### config.mk
export PLATFORM = sky130hd
export DESIGN_NAME = power_save_clock_gating
export DESIGN_NICKNAME = d
export VERILOG_FILES = /design/src/hdl/psave_pkg.sv /design/src/hdl/power_save_clock_gating.sv /design/src/hdl/stab_counter.sv
export SDC_FILE = /design/constraint.sdc
export NUM_CORES = 1
export LEC_CHECK = 0
export ABC_CLOCK_PERIOD_IN_PS = 5660
export BUFFER_PORTS_ARGS = -buffer_cell sky130_fd_sc_hd__buf_4
export CORE_ASPECT_RATIO = 1.5
export CORE_UTILIZATION = 55
export DETAILED_ROUTE_END_ITERATION = 16
export HOLD_SLACK_MARGIN = 0.15
export PLACE_DENSITY = 0.87
export SLEW_MARGIN = 20
export SYNTH_ARGS = -nofsm -noshare
export SYNTH_HDL_FRONTEND = slang
export SYNTH_SLANG_ARGS = --single-unit
export TNS_END_PERCENT = 50
### constraint.sdc
create_clock -name CORE_CLK_IN -period 5.66 [get_ports CORE_CLK_IN]
set_input_delay 1.132 -clock CORE_CLK_IN [delete_from_list [all_inputs] [get_ports CORE_CLK_IN]]
set_output_delay 1.132 -clock CORE_CLK_IN [all_outputs]
set_load 0.02 [all_outputs]
### src/hdl/psave_pkg.sv
// Package: register map, field layout and carrier types of the power-save controller
package psave_pkg;
  // Register byte addresses
  localparam logic [31:0] CTRL_ADDR = 32'hFFFFF070;
  localparam logic [31:0] STATUS_ADDR = 32'hFFFFF074;
  localparam logic [31:0] PROTECT_ADDR = 32'hFFFFF07C;
  // power_save_control fields
  localparam int CLK_OUT_HI_BIT = 7;
  localparam int CLK_OUT_LO_BIT = 6;
  localparam int STAB_SEL_BIT = 5;
  localparam int CLK_SRC_BIT = 4;
  localparam int IDLE_BIT = 2;
  localparam int STOP_BIT = 1;
  localparam logic [7:0] CTRL_RESET = 8'hC0;
  localparam logic [7:0] CTRL_WMASK = 8'hF6;
  localparam logic [1:0] CLK_OUT_INHIBIT = 2'h3;
  // Status register fields
  localparam int STAT_ERR_BIT = 4;
  localparam int STAT_DIRECT_BIT = 5;
  // Stabilisation counts, in core clock cycles
  localparam int STAB_SHORT_CYCLES = 8192;
  localparam int STAB_LONG_CYCLES = 65536;
  // AHB transfer type
  localparam logic [1:0] HTRANS_NONSEQ = 2'h2;
  // Operating modes
  typedef enum logic [2:0] {
    MODE_NORMAL,
    MODE_HALT_FILL,
    MODE_HALT,
    MODE_IDLE,
    MODE_STOP,
    MODE_STAB
  } mode_type;
  // Clock enables leaving the block
  typedef struct packed {
    logic cpu;
    logic sys;
    logic osc;
    logic pll;
    logic clk_out;
  } clk_gate_type;
  // External expansion bus pin control
  typedef struct packed {
    logic ad_oe;
    logic addr_oe;
    logic addr_hold;
    logic ctl_force_high;
    logic ctl_oe;
    logic hold_ack_oe;
  } pin_ctrl_type;
endpackage

### src/hdl/power_save_clock_gating.sv
// Power-save controller: standby modes, clock gating and bus pin states
`timescale 1ns/1ns
`default_nettype none
module power_save_clock_gating
  import psave_pkg::*;
#(
  parameter int STAB_SHORT = STAB_SHORT_CYCLES,
  parameter int STAB_LONG = STAB_LONG_CYCLES
) (
  input wire logic CORE_CLK_IN,              // 25 MHz core clock
  input wire logic RESET_N_IN,               // Async reset, low
  // AHB-Lite slave
  input wire logic HSEL_IN,                  // Slave select
  input wire logic [31:0] HADDR_IN,          // Address
  input wire logic [1:0] HTRANS_IN,          // Transfer type
  input wire logic HWRITE_IN,                // Write
  input wire logic [2:0] HSIZE_IN,           // Size
  input wire logic [31:0] HWDATA_IN,         // Write data
  input wire logic HREADY_IN,                // Bus ready
  output logic [31:0] HRDATA_OUT,            // Read data
  output logic HREADYOUT_OUT,                // Slave ready
  output logic HRESP_OUT,                    // Always OKAY
  // CPU and interrupt side
  input wire logic HALT_EXEC_IN,             // Halt instruction pulse
  input wire logic PREFETCH_FULL_IN,         // Prefetch queue full
  input wire logic INT_REQ_IN,               // Unmasked maskable request
  input wire logic INT_HIGHER_IN,            // Request outranks one in service
  input wire logic INT_ENABLE_IN,            // Interrupts enabled
  input wire logic NMI_SERVICE_IN,           // NMI service in progress
  input wire logic NMI_PIN_IN,               // NMI pin, rising valid
  input wire logic DIRECT_MODE_PIN_IN,       // Direct clock mode strap
  input wire logic BUS_HOLD_REQUEST_IN,      // External hold request
  input wire logic BUS_HOLD_ACKNOWLEDGE_IN,  // Hold granted
  output logic BUS_HOLD_REQ_GATED_OUT,       // Hold request to bus unit
  output logic WAKE_ACK_OUT,                 // Release, take the request
  output logic WAKE_PEND_OUT,                // Release, request held pending
  output logic NMI_EVENT_OUT,                // Valid NMI edge, normal mode
  output clk_gate_type CLK_GATES_OUT,        // Clock enables
  output pin_ctrl_type PIN_CTRL_OUT,         // Expansion pin control
  output logic [2:0] MODE_OUT                // Current mode code
);

  ////////////////////////////////////////////////////////////////////
  // Pin synchronisers

  logic [2:0] sync_reg [2];
  logic [1:0] pin_raw;
  logic [1:0] pin_reg;

  assign pin_raw = {DIRECT_MODE_PIN_IN, NMI_PIN_IN};

  // Three stages; a change counts once stages two and three agree
  generate
    for (genvar i = 0; i < 2; i++) begin : g_sync
      always_ff @(posedge CORE_CLK_IN or negedge RESET_N_IN) begin
        if (!RESET_N_IN) begin
          sync_reg[i] <= 3'h0;
          pin_reg[i] <= 1'b0;
        end else begin
          sync_reg[i] <= {sync_reg[i][1:0], pin_raw[i]};
          if (sync_reg[i][1] == sync_reg[i][2]) begin
            pin_reg[i] <= sync_reg[i][2];
          end
        end
      end
    end
  endgenerate

  logic nmi_prev_reg;
  logic nmi_edge;

  // NMI edge from the filtered level only
  always_ff @(posedge CORE_CLK_IN or negedge RESET_N_IN) begin
    if (!RESET_N_IN) begin
      nmi_prev_reg <= 1'b0;
    end else begin
      nmi_prev_reg <= pin_reg[0];
    end
  end

  assign nmi_edge = pin_reg[0] & ~nmi_prev_reg;

  ////////////////////////////////////////////////////////////////////
  // AHB-Lite slave, zero wait states

  logic wr_pend_reg;
  logic [31:0] wr_addr_reg;
  logic [31:0] rdata_reg;
  logic addr_phase;

  function automatic logic is_mapped(input logic [31:0] a);
    return (a == CTRL_ADDR) || (a == STATUS_ADDR) ||
           (a == PROTECT_ADDR);
  endfunction

  assign addr_phase = HSEL_IN & HREADY_IN & HTRANS_IN[1];

  // Capture write address, prepare read data
  always_ff @(posedge CORE_CLK_IN or negedge RESET_N_IN) begin
    if (!RESET_N_IN) begin
      wr_pend_reg <= 1'b0;
      wr_addr_reg <= 32'h00000000;
    end else if (HREADY_IN) begin
      wr_pend_reg <= addr_phase & HWRITE_IN;
      wr_addr_reg <= HADDR_IN;
    end
  end

  logic [7:0] ctrl_reg;
  logic err_reg;
  mode_type mode_reg;
  logic [31:0] status_word;

  assign status_word = {26'h0000000, pin_reg[1], err_reg,
                        1'b0, 3'(mode_reg)};

  // Unmapped addresses read zero
  always_ff @(posedge CORE_CLK_IN or negedge RESET_N_IN) begin
    if (!RESET_N_IN) begin
      rdata_reg <= 32'h00000000;
    end else if (addr_phase & ~HWRITE_IN) begin
      if (HADDR_IN == CTRL_ADDR) begin
        rdata_reg <= {24'h000000, ctrl_reg};
      end else if (HADDR_IN == STATUS_ADDR) begin
        rdata_reg <= status_word;
      end else begin
        rdata_reg <= 32'h00000000;
      end
    end
  end

  assign HRDATA_OUT = rdata_reg;
  assign HREADYOUT_OUT = 1'b1;
  assign HRESP_OUT = 1'b0;

  logic wr_ctrl;
  logic wr_prot;
  logic wr_stat;

  assign wr_ctrl = wr_pend_reg & (wr_addr_reg == CTRL_ADDR);
  assign wr_prot = wr_pend_reg & (wr_addr_reg == PROTECT_ADDR);
  assign wr_stat = wr_pend_reg & (wr_addr_reg == STATUS_ADDR);

  ////////////////////////////////////////////////////////////////////
  // Protected write sequence

  logic armed_reg;
  logic ctrl_ok;

  // Any access other than a protect write drops the key, the control write included
  always_ff @(posedge CORE_CLK_IN or negedge RESET_N_IN) begin
    if (!RESET_N_IN) begin
      armed_reg <= 1'b0;
    end else if (wr_prot) begin
      armed_reg <= 1'b1;
    end else if (wr_pend_reg | (addr_phase & ~HWRITE_IN)) begin
      armed_reg <= 1'b0;
    end
  end

  assign ctrl_ok = wr_ctrl & armed_reg;

  // Sticky error; a new error wins over a write-one clear
  always_ff @(posedge CORE_CLK_IN or negedge RESET_N_IN) begin
    if (!RESET_N_IN) begin
      err_reg <= 1'b0;
    end else if (wr_ctrl & ~armed_reg) begin
      err_reg <= 1'b1;
    end else if (wr_stat & HWDATA_IN[STAT_ERR_BIT]) begin
      err_reg <= 1'b0;
    end
  end

  ////////////////////////////////////////////////////////////////////
  // Mode machine

  mode_type mode_next;
  logic stab_start;
  logic stab_busy;
  logic stab_done;
  logic ext_clock;
  logic idle_req;
  logic stop_req;
  logic release_ev;

  // Oscillator bypassed with an external or direct clock
  assign ext_clock = ctrl_reg[CLK_SRC_BIT] | pin_reg[1];

  // Requests carried by an accepted write; stop takes precedence
  assign stop_req = ctrl_ok & HWDATA_IN[STOP_BIT];
  assign idle_req = ctrl_ok & HWDATA_IN[IDLE_BIT];

  // Release from standby: any return to normal mode, from stabilisation too
  assign release_ev = (mode_reg != MODE_NORMAL) &&
                      (mode_next == MODE_NORMAL);

  always_comb begin
    mode_next = mode_reg;
    stab_start = 1'b0;
    unique case (mode_reg)
      MODE_NORMAL: begin
        if (stop_req) begin
          mode_next = MODE_STOP;
        end else if (idle_req) begin
          mode_next = MODE_IDLE;
        end else if (HALT_EXEC_IN) begin
          mode_next = MODE_HALT_FILL;
        end
      end
      MODE_HALT_FILL: begin
        // Wakes here too, before the bus has parked
        if (nmi_edge | INT_REQ_IN) begin
          mode_next = MODE_NORMAL;
        end else if (PREFETCH_FULL_IN) begin
          mode_next = MODE_HALT;
        end
      end
      MODE_HALT: begin
        if (nmi_edge | INT_REQ_IN) begin
          mode_next = MODE_NORMAL;
        end
      end
      MODE_IDLE: begin
        // Maskable requests are not looked at
        if (nmi_edge) begin
          mode_next = MODE_NORMAL;
        end
      end
      MODE_STOP: begin
        if (nmi_edge) begin
          if (ext_clock) begin
            mode_next = MODE_NORMAL;
          end else begin
            mode_next = MODE_STAB;
            stab_start = 1'b1;
          end
        end
      end
      MODE_STAB: begin
        if (stab_done) begin
          mode_next = MODE_NORMAL;
        end
      end
    endcase
  end

  always_ff @(posedge CORE_CLK_IN or negedge RESET_N_IN) begin
    if (!RESET_N_IN) begin
      mode_reg <= MODE_NORMAL;
    end else begin
      mode_reg <= mode_next;
    end
  end

  assign MODE_OUT = 3'(mode_reg);

  ////////////////////////////////////////////////////////////////////
  // Control register

  // Request bits self-clear on release
  always_ff @(posedge CORE_CLK_IN or negedge RESET_N_IN) begin
    if (!RESET_N_IN) begin
      ctrl_reg <= CTRL_RESET;
    end else if (ctrl_ok) begin
      ctrl_reg <= HWDATA_IN[7:0] & CTRL_WMASK;
    end else if (release_ev) begin
      ctrl_reg[IDLE_BIT] <= 1'b0;
      ctrl_reg[STOP_BIT] <= 1'b0;
    end
  end

  // Time base: count length picked by the select bit
  stab_counter #(
    .SHORT_CYCLES(STAB_SHORT),
    .LONG_CYCLES(STAB_LONG)
  ) u_stab (
    .clk_in(CORE_CLK_IN),
    .rst_n_in(RESET_N_IN),
    .start_in(stab_start),
    .sel_in(ctrl_reg[STAB_SEL_BIT]),
    .busy_out(stab_busy),
    .done_out(stab_done)
  );

  ////////////////////////////////////////////////////////////////////
  // Wake acknowledge or pend

  logic ack_reg;
  logic pend_reg;
  logic nmi_ev_reg;
  logic nmi_in_idle_reg;

  // Remember whether standby began inside NMI service
  always_ff @(posedge CORE_CLK_IN or negedge RESET_N_IN) begin
    if (!RESET_N_IN) begin
      nmi_in_idle_reg <= 1'b0;
    end else if (mode_reg == MODE_NORMAL) begin
      nmi_in_idle_reg <= NMI_SERVICE_IN;
    end
  end

  // One pulse per release; lower priority or masked-off requests pend
  always_ff @(posedge CORE_CLK_IN or negedge RESET_N_IN) begin
    if (!RESET_N_IN) begin
      ack_reg <= 1'b0;
      pend_reg <= 1'b0;
      nmi_ev_reg <= 1'b0;
    end else begin
      ack_reg <= 1'b0;
      pend_reg <= 1'b0;
      nmi_ev_reg <= nmi_edge & (mode_reg == MODE_NORMAL);
      if (release_ev) begin
        if (mode_reg == MODE_HALT || mode_reg == MODE_HALT_FILL) begin
          if (nmi_edge) begin
            ack_reg <= 1'b1;
          end else if (INT_HIGHER_IN & INT_ENABLE_IN) begin
            ack_reg <= 1'b1;
          end else begin
            pend_reg <= 1'b1;
          end
        end else if (nmi_in_idle_reg) begin
          pend_reg <= 1'b1;
        end else begin
          ack_reg <= 1'b1;
        end
      end
    end
  end

  assign WAKE_ACK_OUT = ack_reg;
  assign WAKE_PEND_OUT = pend_reg;
  assign NMI_EVENT_OUT = nmi_ev_reg;

  ////////////////////////////////////////////////////////////////////
  // Clock gating and pin states

  clk_gate_type gates_reg;
  pin_ctrl_type pins_reg;
  logic in_halt;
  logic stopped;

  assign in_halt = (mode_next == MODE_HALT_FILL) ||
                   (mode_next == MODE_HALT);
  assign stopped = (mode_next == MODE_STOP) ||
                   (mode_next == MODE_STAB);

  // Registered enables follow the next mode
  always_ff @(posedge CORE_CLK_IN or negedge RESET_N_IN) begin
    if (!RESET_N_IN) begin
      // Clock output starts inhibited, matching the control reset value
      gates_reg <= '{cpu: 1'b1, sys: 1'b1, osc: 1'b1,
                     pll: 1'b1, clk_out: 1'b0};
    end else begin
      gates_reg.cpu <= (mode_next == MODE_NORMAL);
      gates_reg.sys <= (mode_next == MODE_NORMAL) | in_halt;
      // Oscillator idles when bypassed; PLL dies with it in stop
      gates_reg.osc <= ~stopped & ~ext_clock;
      gates_reg.pll <= ~stopped & ~pin_reg[1];
      gates_reg.clk_out <= ((mode_next == MODE_NORMAL) | in_halt) &
                           (ctrl_reg[CLK_OUT_HI_BIT:CLK_OUT_LO_BIT]
                            != CLK_OUT_INHIBIT);
    end
  end

  assign CLK_GATES_OUT = gates_reg;

  // Parked pins only once the prefetch queue has filled
  always_ff @(posedge CORE_CLK_IN or negedge RESET_N_IN) begin
    if (!RESET_N_IN) begin
      pins_reg <= '{ad_oe: 1'b1, addr_oe: 1'b1, addr_hold: 1'b0,
                    ctl_force_high: 1'b0, ctl_oe: 1'b1,
                    hold_ack_oe: 1'b1};
    end else if (mode_next == MODE_HALT) begin
      pins_reg.ad_oe <= 1'b0;
      pins_reg.addr_hold <= 1'b1;
      pins_reg.addr_oe <= ~BUS_HOLD_ACKNOWLEDGE_IN;
      pins_reg.ctl_force_high <= 1'b1;
      pins_reg.ctl_oe <= ~BUS_HOLD_ACKNOWLEDGE_IN;
      pins_reg.hold_ack_oe <= 1'b1;
    end else if (mode_next == MODE_NORMAL ||
                 mode_next == MODE_HALT_FILL) begin
      pins_reg.ad_oe <= 1'b1;
      pins_reg.addr_hold <= 1'b0;
      pins_reg.addr_oe <= 1'b1;
      pins_reg.ctl_force_high <= 1'b0;
      pins_reg.ctl_oe <= 1'b1;
      pins_reg.hold_ack_oe <= 1'b1;
    end else begin
      pins_reg <= '{default: 1'b0};
    end
  end

  assign PIN_CTRL_OUT = pins_reg;

  // Hold requests blocked outside normal and halt
  assign BUS_HOLD_REQ_GATED_OUT = BUS_HOLD_REQUEST_IN &
      (gates_reg.sys) & ~stab_busy;

endmodule // power_save_clock_gating
`default_nettype wire

### src/hdl/stab_counter.sv
// Oscillator stabilisation counter used after stop release
`timescale 1ns/1ns
`default_nettype none
module stab_counter #(
  parameter int SHORT_CYCLES = 8192,
  parameter int LONG_CYCLES = 65536
) (
  input wire logic clk_in,    // Core clock
  input wire logic rst_n_in,  // Async reset, low
  input wire logic start_in,  // Start pulse
  input wire logic sel_in,    // Long count when high
  output logic busy_out,      // Counting
  output logic done_out       // One-cycle end pulse
);
  logic [16:0] count_reg;
  logic busy_reg;
  logic done_reg;

  // Load on start, count down to one then flag done
  always_ff @(posedge clk_in or negedge rst_n_in) begin
    if (!rst_n_in) begin
      count_reg <= 17'h00000;
      busy_reg <= 1'b0;
      done_reg <= 1'b0;
    end else begin
      done_reg <= 1'b0;
      if (start_in) begin
        count_reg <= sel_in ? 17'(LONG_CYCLES) : 17'(SHORT_CYCLES);
        busy_reg <= 1'b1;
      end else if (busy_reg) begin
        if (count_reg <= 17'h00001) begin
          busy_reg <= 1'b0;
          done_reg <= 1'b1;
        end else begin
          count_reg <= count_reg - 17'h00001;
        end
      end
    end
  end

  assign busy_out = busy_reg;
  assign done_out = done_reg;
endmodule // stab_counter
`default_nettype wire

==> results of run 1 <==
Yosys cell counts (all sizes together), types with 7 or more instances:
cell,count,area (um^2)
buf,33,234
nand2,30,113
dfrtp,83,2080
a21oi,9,45.0
o21ai,12,60.1
dfstp,9,236
nor3,7,35.0
or4,7,56.3
xor2,7,61.3
mux2,37,417
clkbuf,8,30.0
nor2,30,113
inv,9,33.8
nand4,8,50.1
worst min path at each step:
stage | from | end | slack [ns] | depth (start not counted)
after floorplan | sync_reg[0] | sync_reg[1] | 0.33 | 0
after global placement | sync_reg[3] | sync_reg[4] | 0.34 | 0
after detailed placement | sync_reg[0] | sync_reg[1] | 0.34 | 0
after CTS | sync_reg[0] | sync_reg[1] | 0.36 | 0
after global routing | sync_reg[0] | sync_reg[1] | 0.37 | 0
final | sync_reg[0] | sync_reg[1] | 0.36 | 0
metal layers:
| metal | part of all wire (%) | up-vias | track usage, % |
|---|---|---|---|
| li1 | - | 1411 | - |
| met1 | 38 | 1501 | 25.3 |
| met2 | 54 | 102 | 42.0 |
| met3 | 4.8 | 23 | 5.32 |
| met4 | 2.9 | 0 | 12.4 |
| met5 | 0 | - | 0 |
cell type report:
cell class	instances	area (um^2)	area share (%)
Sequential cell	92	2310	46.0
Multi-Input combinational cell	258	1740	34.7
Timing Repair Buffer	80	601	11.9
Clock buffer	13	169	3.36
Tap cell	100	125	2.49
Clock inverter	3	43.8	0.871
Inverter	9	33.8	0.672
placed cells by master, fill, tap and decap left out, types with 2 or more instances in the layout:
cell type   n
dfrtp_1    83
buf_4      80
mux2_2     37
nor2_1     30
nand2_1    30
conb_1     27
o21ai_0    12
clkbuf_8   12
dfstp_2     9
inv_1       9
a21oi_1     9
nand4_1     8
nor3_1      7
xor2_1      7
nand4b_1    6
nand3_1     6
or4_1       6
xnor2_1     6
nor2b_1     5
mux2i_1     5
nand2b_1    4
nor4_1      4
and2_1      3
nor4b_1     3
o31ai_1     3
nor4bb_1    2
nand3b_1    2
o21bai_1    2
nor4_2      2
a31oi_1     2
or3_1       2
maj3_1      2
a31o_2      2
a22o_1      2
ha_1        2
power groups by stage:
| stage | registers, mW | logic (mW) | clock network (mW) |
|---|---|---|---|
| final | 0.900 | 0.561 | 0.461 |
| after global routing | 0.915 | 0.618 | 0.493 |
| after CTS | 0.899 | 0.563 | 0.470 |
| after detailed placement | 0.910 | 0.555 | 0 |
| after global placement | 0.901 | 0.532 | 0 |
| after floorplan | 0.914 | 0.368 | 0 |
through the flow:
step,hold slack (ns),setup slack [ns],std cells
after global routing,0.372,2.84,555
after CTS,0.362,2.93,555
after global placement,0.336,2.56,539
after detailed placement,0.344,2.55,539
final,0.358,2.93,555
after floorplan,0.331,3.04,400
cells by family (layout without fill, tap and decap cells):
logic type	count (synthesis)	in the layout	synth area share [%]
adders and majority gates	4	4	1.06
xor gates and xnor gates	13	13	2.68
and+or+nand+nor	126	126	16.0
muxes	42	42	11.0
DFF	92	92	54.4
buffers and inverters	50	105	7.00
other	2	27	0.176
AOI/OAI and AO/OA	46	46	7.73
==> qor.csv, run 1 <==
stage,metric,value,unit
timing,Slew Limit Fails,0,
timing,Final setup viols,0,
setup_path,CP endpoint kind,flop,
clock_tree,clock-pin transition on the worst setup and hold timing paths,0.08,ns
synth,Post-synth EDFFs,0,
setup_path,"delay-heaviest family, CP",simple AND/OR/NAND/NOR gates,
clock_tree,Hold Buf Count CTS,0,
pwr,Flop pwr share,46.8,%
clock_tree,clock sinks,92,
floorplan,number of core rows,38,
setup_path,startpoint types,input port,
run_status,status,"finished, final reports clean",
placed_design,Area after DPL,0.00482,mm^2
setup_path,reg2reg setup slack,3.02,ns
final_layout,layout cells sized above 1,33.6,%
setup_path,critical path cell sequence,"buf_4, nand4b_1, or4_1, nor2_1, a22o_1",
pwr,PwrDens,382,mW/mm^2
final_layout,Nets,536,
synth,Syn Inst Count,375,
clock_tree,CTS tree,yes,
routing,routed wire length,8.75,mm
clock_tree,post-CTS setup buffers,0,
final_layout,Antenna Diode Count,0,
synth,Main synth FF type,dfrtp_1,
timing,period utilisation layout,48.3,%
setup_path,critical path class,in -> reg,
pwr,switching share of total power,33.7,%
final_layout,fin area,0.00503,mm^2
clock_tree,Worst-Skew Late Latency,0.37,ns
setup_path,critical path's slowest cell,or4_1,
placed_design,detailed placer's ending HPWL,6.38,mm
clock_tree,Root Buffer,clkbuf_8,
placed_design,I/O Buffers,78,
final_layout,"Core Util, Final",68.3,%
setup_path,crit-path max cell delay,0.76,ns
synth,"Distinct cells, synth",57,
setup_path,critical path peak fanout,35,
routing,total number of vias,3037,
setup_path,r2r endpoint,PIN_CTRL_OUT[4],
placed_design,GPL Wtd Cong,0.799,
timing,final hold violation count,0,
pwr,Comb power frac,29.2,%
pwr,P_sw,0.648,mW
timing,Fin Setup TNS,0,ns
global_route,vias in the first global route,3176,
setup_path,Worst Setup EP,HRDATA_OUT[7],
pwr,VDD IR-drop max,0.232,mV
final_layout,Filler Cells Inserted,544,
floorplan,Initial Util,57.7,%
synth,Post-Syn Area,0.00426,mm^2
pwr,Final Power,1.92,mW
floorplan,full die area,0.00810,mm^2
global_route,GRT overflow,0,
setup_path,R2R cell count,6,
run,maxcap violations,0,
floorplan,Die Wd,73.8,um
timing,Worst Tran Pin Value,0.707,ns
routing,1st-iter DRT viols,173,
setup_path,R2R Path Start,wr_addr_reg[10],
synth,post-synthesis sequential area ratio,54.4,%
global_route,initial antenna violation count,0,
final_layout,max reg flops,32,
timing,RSZ-0062 raised after global routing,no,
timing,Slew headroom,52.5,%
setup_path,Worst EP arrival,3.04,ns
synth,"FF+latch count, synth",92,
floorplan,I/O pin cnt,136,
setup_path,beginning of the critical path,HREADY_IN,
final_layout,area delta synth->final,18.2,%
synth,share of synthesized registers carrying an async set or reset,100,%
min_path,hold crit path type,reg -> reg,
synth,Synth Warn #,0,
global_route,Total GRT Usage,23.5,%
clock_tree,CTS max path bufs,2,
routing,drt via density,5.47,
setup_path,CP bufs+invs,1,
pwr,Clock power frac,24.0,%
floorplan,die height,110,um
setup_path,Worst Path Required,5.97,ns
clock_tree,H-tree depth,3,
pwr,leakage,2.29,nW
floorplan,Core Region,0.00737,mm^2
timing,min Tclk post-route,2.73,ns
global_route,first-pass GRT wire length,14.0,mm
routing,Post-DRT Antenna Nets,0,
synth,Syn Area/Cell,11.3,um^2
routing,DRC Markers,0,
clock_tree,post-cts sizing count,0,
clock_tree,CTS buffer count,9,
routing,Pre-antenna DRT Iters,4,
setup_path,WP depth,5,
routing,routed len/inst,15.8,um
timing,Max Clock Freq,366,MHz
timing,clock skew,0.0121,ns
pwr,Int Power,1.27,mW
global_route,largest net degree at the start of global routing,55,
Power figures use the tool's default switching activity.
==> run 2, diff against run 1 <==
- ABC_CLOCK_PERIOD_IN_PS: 5660 -> 2450
- CORE_UTILIZATION: 55 -> 46
- PLACE_DENSITY: 0.87 -> 0.78
- clock period: 5.66 -> 2.45 ns (I/O delays scaled with it)
==> run 2 against run 1 <==
- first-iteration DRC count fell by 23%
- worst hold slack got worse by 0.18 ns
- flip-flop and latch count did not move
- critical endpoint is now CLK_GATES_OUT[1]
- global-route usage fell by 3.0 points
- final cell count rose by 4.1%
- largest power group unchanged
- non-clock buffer count rose by 13
- clock skew fell by 0.0044 ns
==> qor.csv, run 2 (synthesis gave the netlist of run 1 again) <==
stage,metric,value,unit
setup_path,CP endpoint kind,flop,
floorplan,Initial Util,47.9,%
final_layout,"commonest non-fill, non-tap cell in the layout",buf_4,
pwr,Clock power frac,30.2,%
global_route,vias in the first global route,3174,
routing,routed len/inst,15.4,um
timing,min Tclk post-route,2.30,ns
min_path,hold crit path type,in -> async,
timing,Slew headroom,56.9,%
global_route,GRT overflow,0,
setup_path,"delay-heaviest family, CP",simple AND/OR/NAND/NOR gates,
placed_design,I/O Buffers,78,
run_status,status,"finished, final reports clean",
global_route,initial antenna violation count,0,
setup_path,critical path cell sequence,"nor4b_1, nand3_1, or4_4, a211o_1, and2_1, a21oi_1",
clock_tree,H-tree depth,3,
placed_design,detailed placer's ending HPWL,6.64,mm
timing,clock skew,0.00766,ns
run,maxcap violations,0,
routing,Post-DRT Antenna Nets,0,
clock_tree,CTS buffer count,9,
floorplan,Core Region,0.00888,mm^2
setup_path,critical path class,reg -> reg,
global_route,largest net degree at the start of global routing,51,
floorplan,full die area,0.00965,mm^2
timing,Final WS setup,0.154,ns
timing,Final setup viols,0,
clock_tree,Worst-Skew Late Latency,0.34,ns
pwr,Comb power frac,27.3,%
routing,Pre-antenna DRT Iters,4,
placed_design,Area after DPL,0.00492,mm^2
pwr,Flop pwr share,42.5,%
timing,Max Clock Freq,436,MHz
setup_path,r2r endpoint,CLK_GATES_OUT[1],
global_route,Total GRT Usage,20.4,%
timing,final hold violation count,0,
pwr,P_sw,1.54,mW
setup_path,R2R cell count,6,
global_route,first-pass GRT wire length,14.8,mm
clock_tree,CTS max path bufs,2,
clock_tree,CTS tree,yes,
floorplan,die height,120,um
routing,routed wire length,8.91,mm
pwr,switching share of total power,31.5,%
setup_path,startpoint types,flop,
timing,Slew Limit Fails,0,
floorplan,I/O pin cnt,136,
timing,Worst Tran Pin Value,0.647,ns
final_layout,Filler Cells Inserted,720,
final_layout,"Core Util, Final",59.6,%
final_layout,max reg flops,32,
routing,drt via density,5.30,
final_layout,area delta synth->final,24.3,%
setup_path,Worst Path Required,2.71,ns
clock_tree,clock sinks,92,
routing,1st-iter DRT viols,133,
timing,period utilisation layout,93.7,%
final_layout,fin area,0.00529,mm^2
setup_path,CP bufs+invs,0,
pwr,Int Power,3.34,mW
setup_path,crit-path max cell delay,0.60,ns
pwr,leakage,2.41,nW
floorplan,number of core rows,42,
routing,DRC Markers,0,
final_layout,Antenna Diode Count,0,
routing,total number of vias,3061,
setup_path,reg2reg setup slack,0.15,ns
floorplan,Die Wd,80.5,um
clock_tree,Root Buffer,clkbuf_16,
setup_path,critical path peak fanout,5,
setup_path,critical path's slowest cell,or4_4,
final_layout,layout cells sized above 1,35.9,%
clock_tree,Hold Buf Count CTS,0,
setup_path,R2R Path Start,wr_addr_reg[1],
pwr,PwrDens,923,mW/mm^2
placed_design,GPL Wtd Cong,0.816,
placed_design,Setup WS pre-CTS,-0.0539,ns
pwr,VDD IR-drop max,0.471,mV
final_layout,most frequent cells in the layout,"buf_4, dfrtp_1, mux2_2",
setup_path,Worst EP arrival,2.56,ns
timing,RSZ-0062 raised after global routing,no,
clock_tree,clock-pin transition on the worst setup and hold timing paths,0.06,ns
final_layout,Nets,549,
==> run 2: cell types whose count changed in the layout (fill, tap and decap cells not counted), sizes merged <==
cell | previous run | this run
buf | 80 | 93
bufinv | 1 | 2
clkbuf | 13 | 12
clkinv | 2 | 1
clkinvlp | 0 | 1
==> run 2: worst max-delay path by stage <==
stage	from	to	slack (ns)	cells after the start
detailed placement	wr_addr_reg[21]	CLK_GATES_OUT[0]	-0.05	6
floorplan	wr_addr_reg[10]	CLK_GATES_OUT[0]	0.16	7
finish	wr_addr_reg[1]	CLK_GATES_OUT[1]	0.15	6
CTS	wr_addr_reg[21]	CLK_GATES_OUT[0]	0.02	6
global route	wr_addr_reg[20]	ctrl_reg[1]	0.06	7
global placement	wr_addr_reg[21]	CLK_GATES_OUT[0]	-0.003	6
==> run 2: timing repair <==
| action | CTS | global route |
|---|---|---|
| pin swaps | 1 | 3 |
| resized for setup | 1 | 4 |
| endpoints found under the setup margin | 6 | 15 |
| buffers inserted | 0 | 2 |
| endpoints found under the hold margin | 0 | 0 |
==> run 2: per-layer routing <==
metal | share of wire, % | wire length, um | vias up | global-route usage (%)
met5 | 0 | 0 | - | 0
met4 | 3.5 | 309 | 0 | 11.4
met3 | 5.5 | 488 | 25 | 4.18
met2 | 53 | 4680 | 89 | 34.5
met1 | 38 | 3430 | 1504 | 23.7
li1 | - | - | 1443 | -
==> run 2: layout make-up <==
| class | instances | area, um^2 | share of cell area (%) |
|---|---|---|---|
| well taps | 110 | 138 | 2.60 |
| flip-flops and latches | 92 | 2310 | 43.7 |
| multi-input cells | 258 | 1770 | 33.5 |
| clock inverters | 4 | 72.6 | 1.37 |
| clock buffers | 12 | 246 | 4.66 |
| repair buffers | 93 | 711 | 13.4 |
| inverters | 9 | 33.8 | 0.639 |
==> run 2: power by group through the flow <==
stage          combinational (mW)  clock (mW)  sequential (mW)
4_1_cts                      1.33        1.49             2.07
3_5_place_dp                 1.32           0             2.10
2_1_floorplan               0.851           0             2.11
6_report                     1.33        1.47             2.08
5_1_grt                      1.47        1.55             2.12
3_3_place_gp                 1.28           0             2.08
==> run 2: stage by stage <==
step | total power, mW | setup TNS [ns] | hold WS, ns | instances
after floorplan | 2.96 | 0 | 0.194 | 400
after global placement | 3.36 | -0.00318 | 0.338 | 560
after detailed placement | 3.41 | -0.0674 | 0.340 | 560
after CTS | 4.89 | 0 | 0.202 | 576
after global routing | 5.14 | 0 | 0.239 | 578
final | 4.88 | 0 | 0.179 | 578
==> run 3, diff against run 2 <==
- MAX_ROUTING_LAYER: unset -> met4
==> run 3 against run 2 <==
- flip-flop and latch count unchanged
- non-clock buffer count unchanged
- cell area unchanged
- clock power about the same
- maximum frequency down 0.38%
- critical path type unchanged
- global-route usage is 0.56 points higher
- sequential share of layout area unchanged
- worst hold slack improved by 0.0013 ns
- register-to-register slack about the same
==> qor.csv, run 3 (synthesis gave the netlist of run 1 again) <==
stage,metric,value,unit
timing,worst hold margin,0.180,ns
clock_tree,Hold Buf Count CTS,0,
global_route,first-pass GRT wire length,14.8,mm
global_route,Total GRT Usage,21.0,%
routing,Pre-antenna DRT Iters,4,
timing,RSZ-0062 raised after global routing,no,
clock_tree,CTS tree,yes,
pwr,Final Power,4.88,mW
clock_tree,clock sinks,92,
routing,drt via density,5.32,
run,maxcap violations,0,
placed_design,detailed placer's ending HPWL,6.64,mm
floorplan,full die area,0.00965,mm^2
timing,Worst Tran Pin Value,0.649,ns
pwr,PwrDens,923,mW/mm^2
placed_design,Area after DPL,0.00492,mm^2
setup_path,"delay-heaviest family, CP",simple AND/OR/NAND/NOR gates,
routing,DRC Markers,0,
setup_path,critical path cell sequence,"nand4_1, or4_4, or4_4, buf_4, a211oi_4, o31ai_1, o21ai_0",
global_route,largest net degree at the start of global routing,51,
floorplan,I/O pin cnt,136,
routing,Post-DRT Antenna Nets,0,
setup_path,CP endpoint kind,flop,
clock_tree,clock-pin transition on the worst setup and hold timing paths,0.06,ns
pwr,leakage,2.41,nW
placed_design,GPL Wtd Cong,0.828,
timing,period utilisation layout,94.1,%
pwr,VDD IR-drop max,0.471,mV
setup_path,critical path class,reg -> reg,
setup_path,crit-path max cell delay,0.55,ns
setup_path,startpoint types,flop,
routing,routed wire length,8.92,mm
floorplan,Core Region,0.00888,mm^2
routing,1st-iter DRT viols,181,
setup_path,critical path peak fanout,5,
timing,clock skew,0.00711,ns
clock_tree,H-tree depth,3,
setup_path,Worst Path Required,2.71,ns
global_route,vias in the first global route,3176,
final_layout,"commonest non-fill, non-tap cell in the layout",buf_4,
timing,Final setup viols,0,
placed_design,I/O Buffers,78,
timing,Slew headroom,56.7,%
final_layout,fin area,0.00529,mm^2
final_layout,Antenna Diode Count,0,
timing,Slew Limit Fails,0,
floorplan,number of core rows,42,
floorplan,die height,120,um
final_layout,layout cells sized above 1,35.9,%
run_status,status,"finished, final reports clean",
timing,Fin Setup TNS,0,ns
timing,Max Clock Freq,434,MHz
routing,total number of vias,3073,
timing,min Tclk post-route,2.30,ns
clock_tree,Root Buffer,clkbuf_16,
setup_path,Worst EP arrival,2.56,ns
routing,routed len/inst,15.4,um
clock_tree,CTS max path bufs,2,
min_path,hold crit path type,in -> async,
final_layout,most frequent cells in the layout,"buf_4, dfrtp_1, mux2_2",
global_route,GRT overflow,0,
clock_tree,Worst-Skew Late Latency,0.34,ns
setup_path,CP most frequent cell,or4_4,
floorplan,Initial Util,47.9,%
final_layout,Nets,549,
setup_path,critical path's slowest cell,or4_4,
clock_tree,CTS buffer count,9,
final_layout,max reg flops,32,
timing,Final WS setup,0.146,ns
final_layout,area delta synth->final,24.3,%
floorplan,Die Wd,80.5,um
timing,final hold violation count,0,
global_route,initial antenna violation count,0,
setup_path,CP bufs+invs,1,
placed_design,Setup WS pre-CTS,-0.0539,ns
## run 3: area by class of cell
cell class / count / area, um^2
multi-input combinational: 258 / 1770
clock buffer: 12 / 246
inverter: 9 / 33.8
clock inverter: 4 / 72.6
sequential: 92 / 2310
timing repair buffer: 93 / 711
tap: 110 / 138
fill: 720 / 3590
## run 3: what timing repair did
action	in CTS	in global routing
pin swaps	1	3
gates resized for setup	1	4
endpoints found under the setup margin	6	15
setup buffers	0	2
## run 3: where the power goes
group / internal (mW) / switching [mW]
Combinational: 0.592 / 0.743
Sequential: 1.83 / 0.243
Clock: 0.920 / 0.550
## run 3: path summary, 6_finish.rpt
| kind | slack (ns) | end | startpoint | cells past startpoint |
|---|---|---|---|---|
| worst max register to register | 0.15 | ctrl_reg[2] | wr_addr_reg[18] | 7 |
| worst max-delay path | 0.15 | ctrl_reg[2] | wr_addr_reg[18] | 7 |
| max in group asynchronous | 1.63 | wr_addr_reg[14] | RESET_N_IN | 2 |
| worst min register to register | 0.36 | sync_reg[4] | sync_reg[3] | 0 |
| min in group CORE_CLK_IN | 0.26 | sync_reg[3] | NMI_PIN_IN | 1 |
| worst min-delay path | 0.18 | PIN_CTRL_OUT[3] | RESET_N_IN | 1 |
## run 3: routing by layer
| metal | wire length, um | GRT usage (%) |
|---|---|---|
| met1 | 3540 | 24.4 |
| met2 | 4700 | 34.5 |
| met3 | 367 | 3.12 |
| met4 | 315 | 11.4 |
| met5 | 0 | - |
## run 3: metrics by stage
step	utilization (%)	cells
2_1_floorplan	-	400
3_3_place_gp	55.5	560
3_5_place_dp	55.5	560
4_1_cts	59.1	576
5_1_grt	59.6	578
6_report	59.6	578
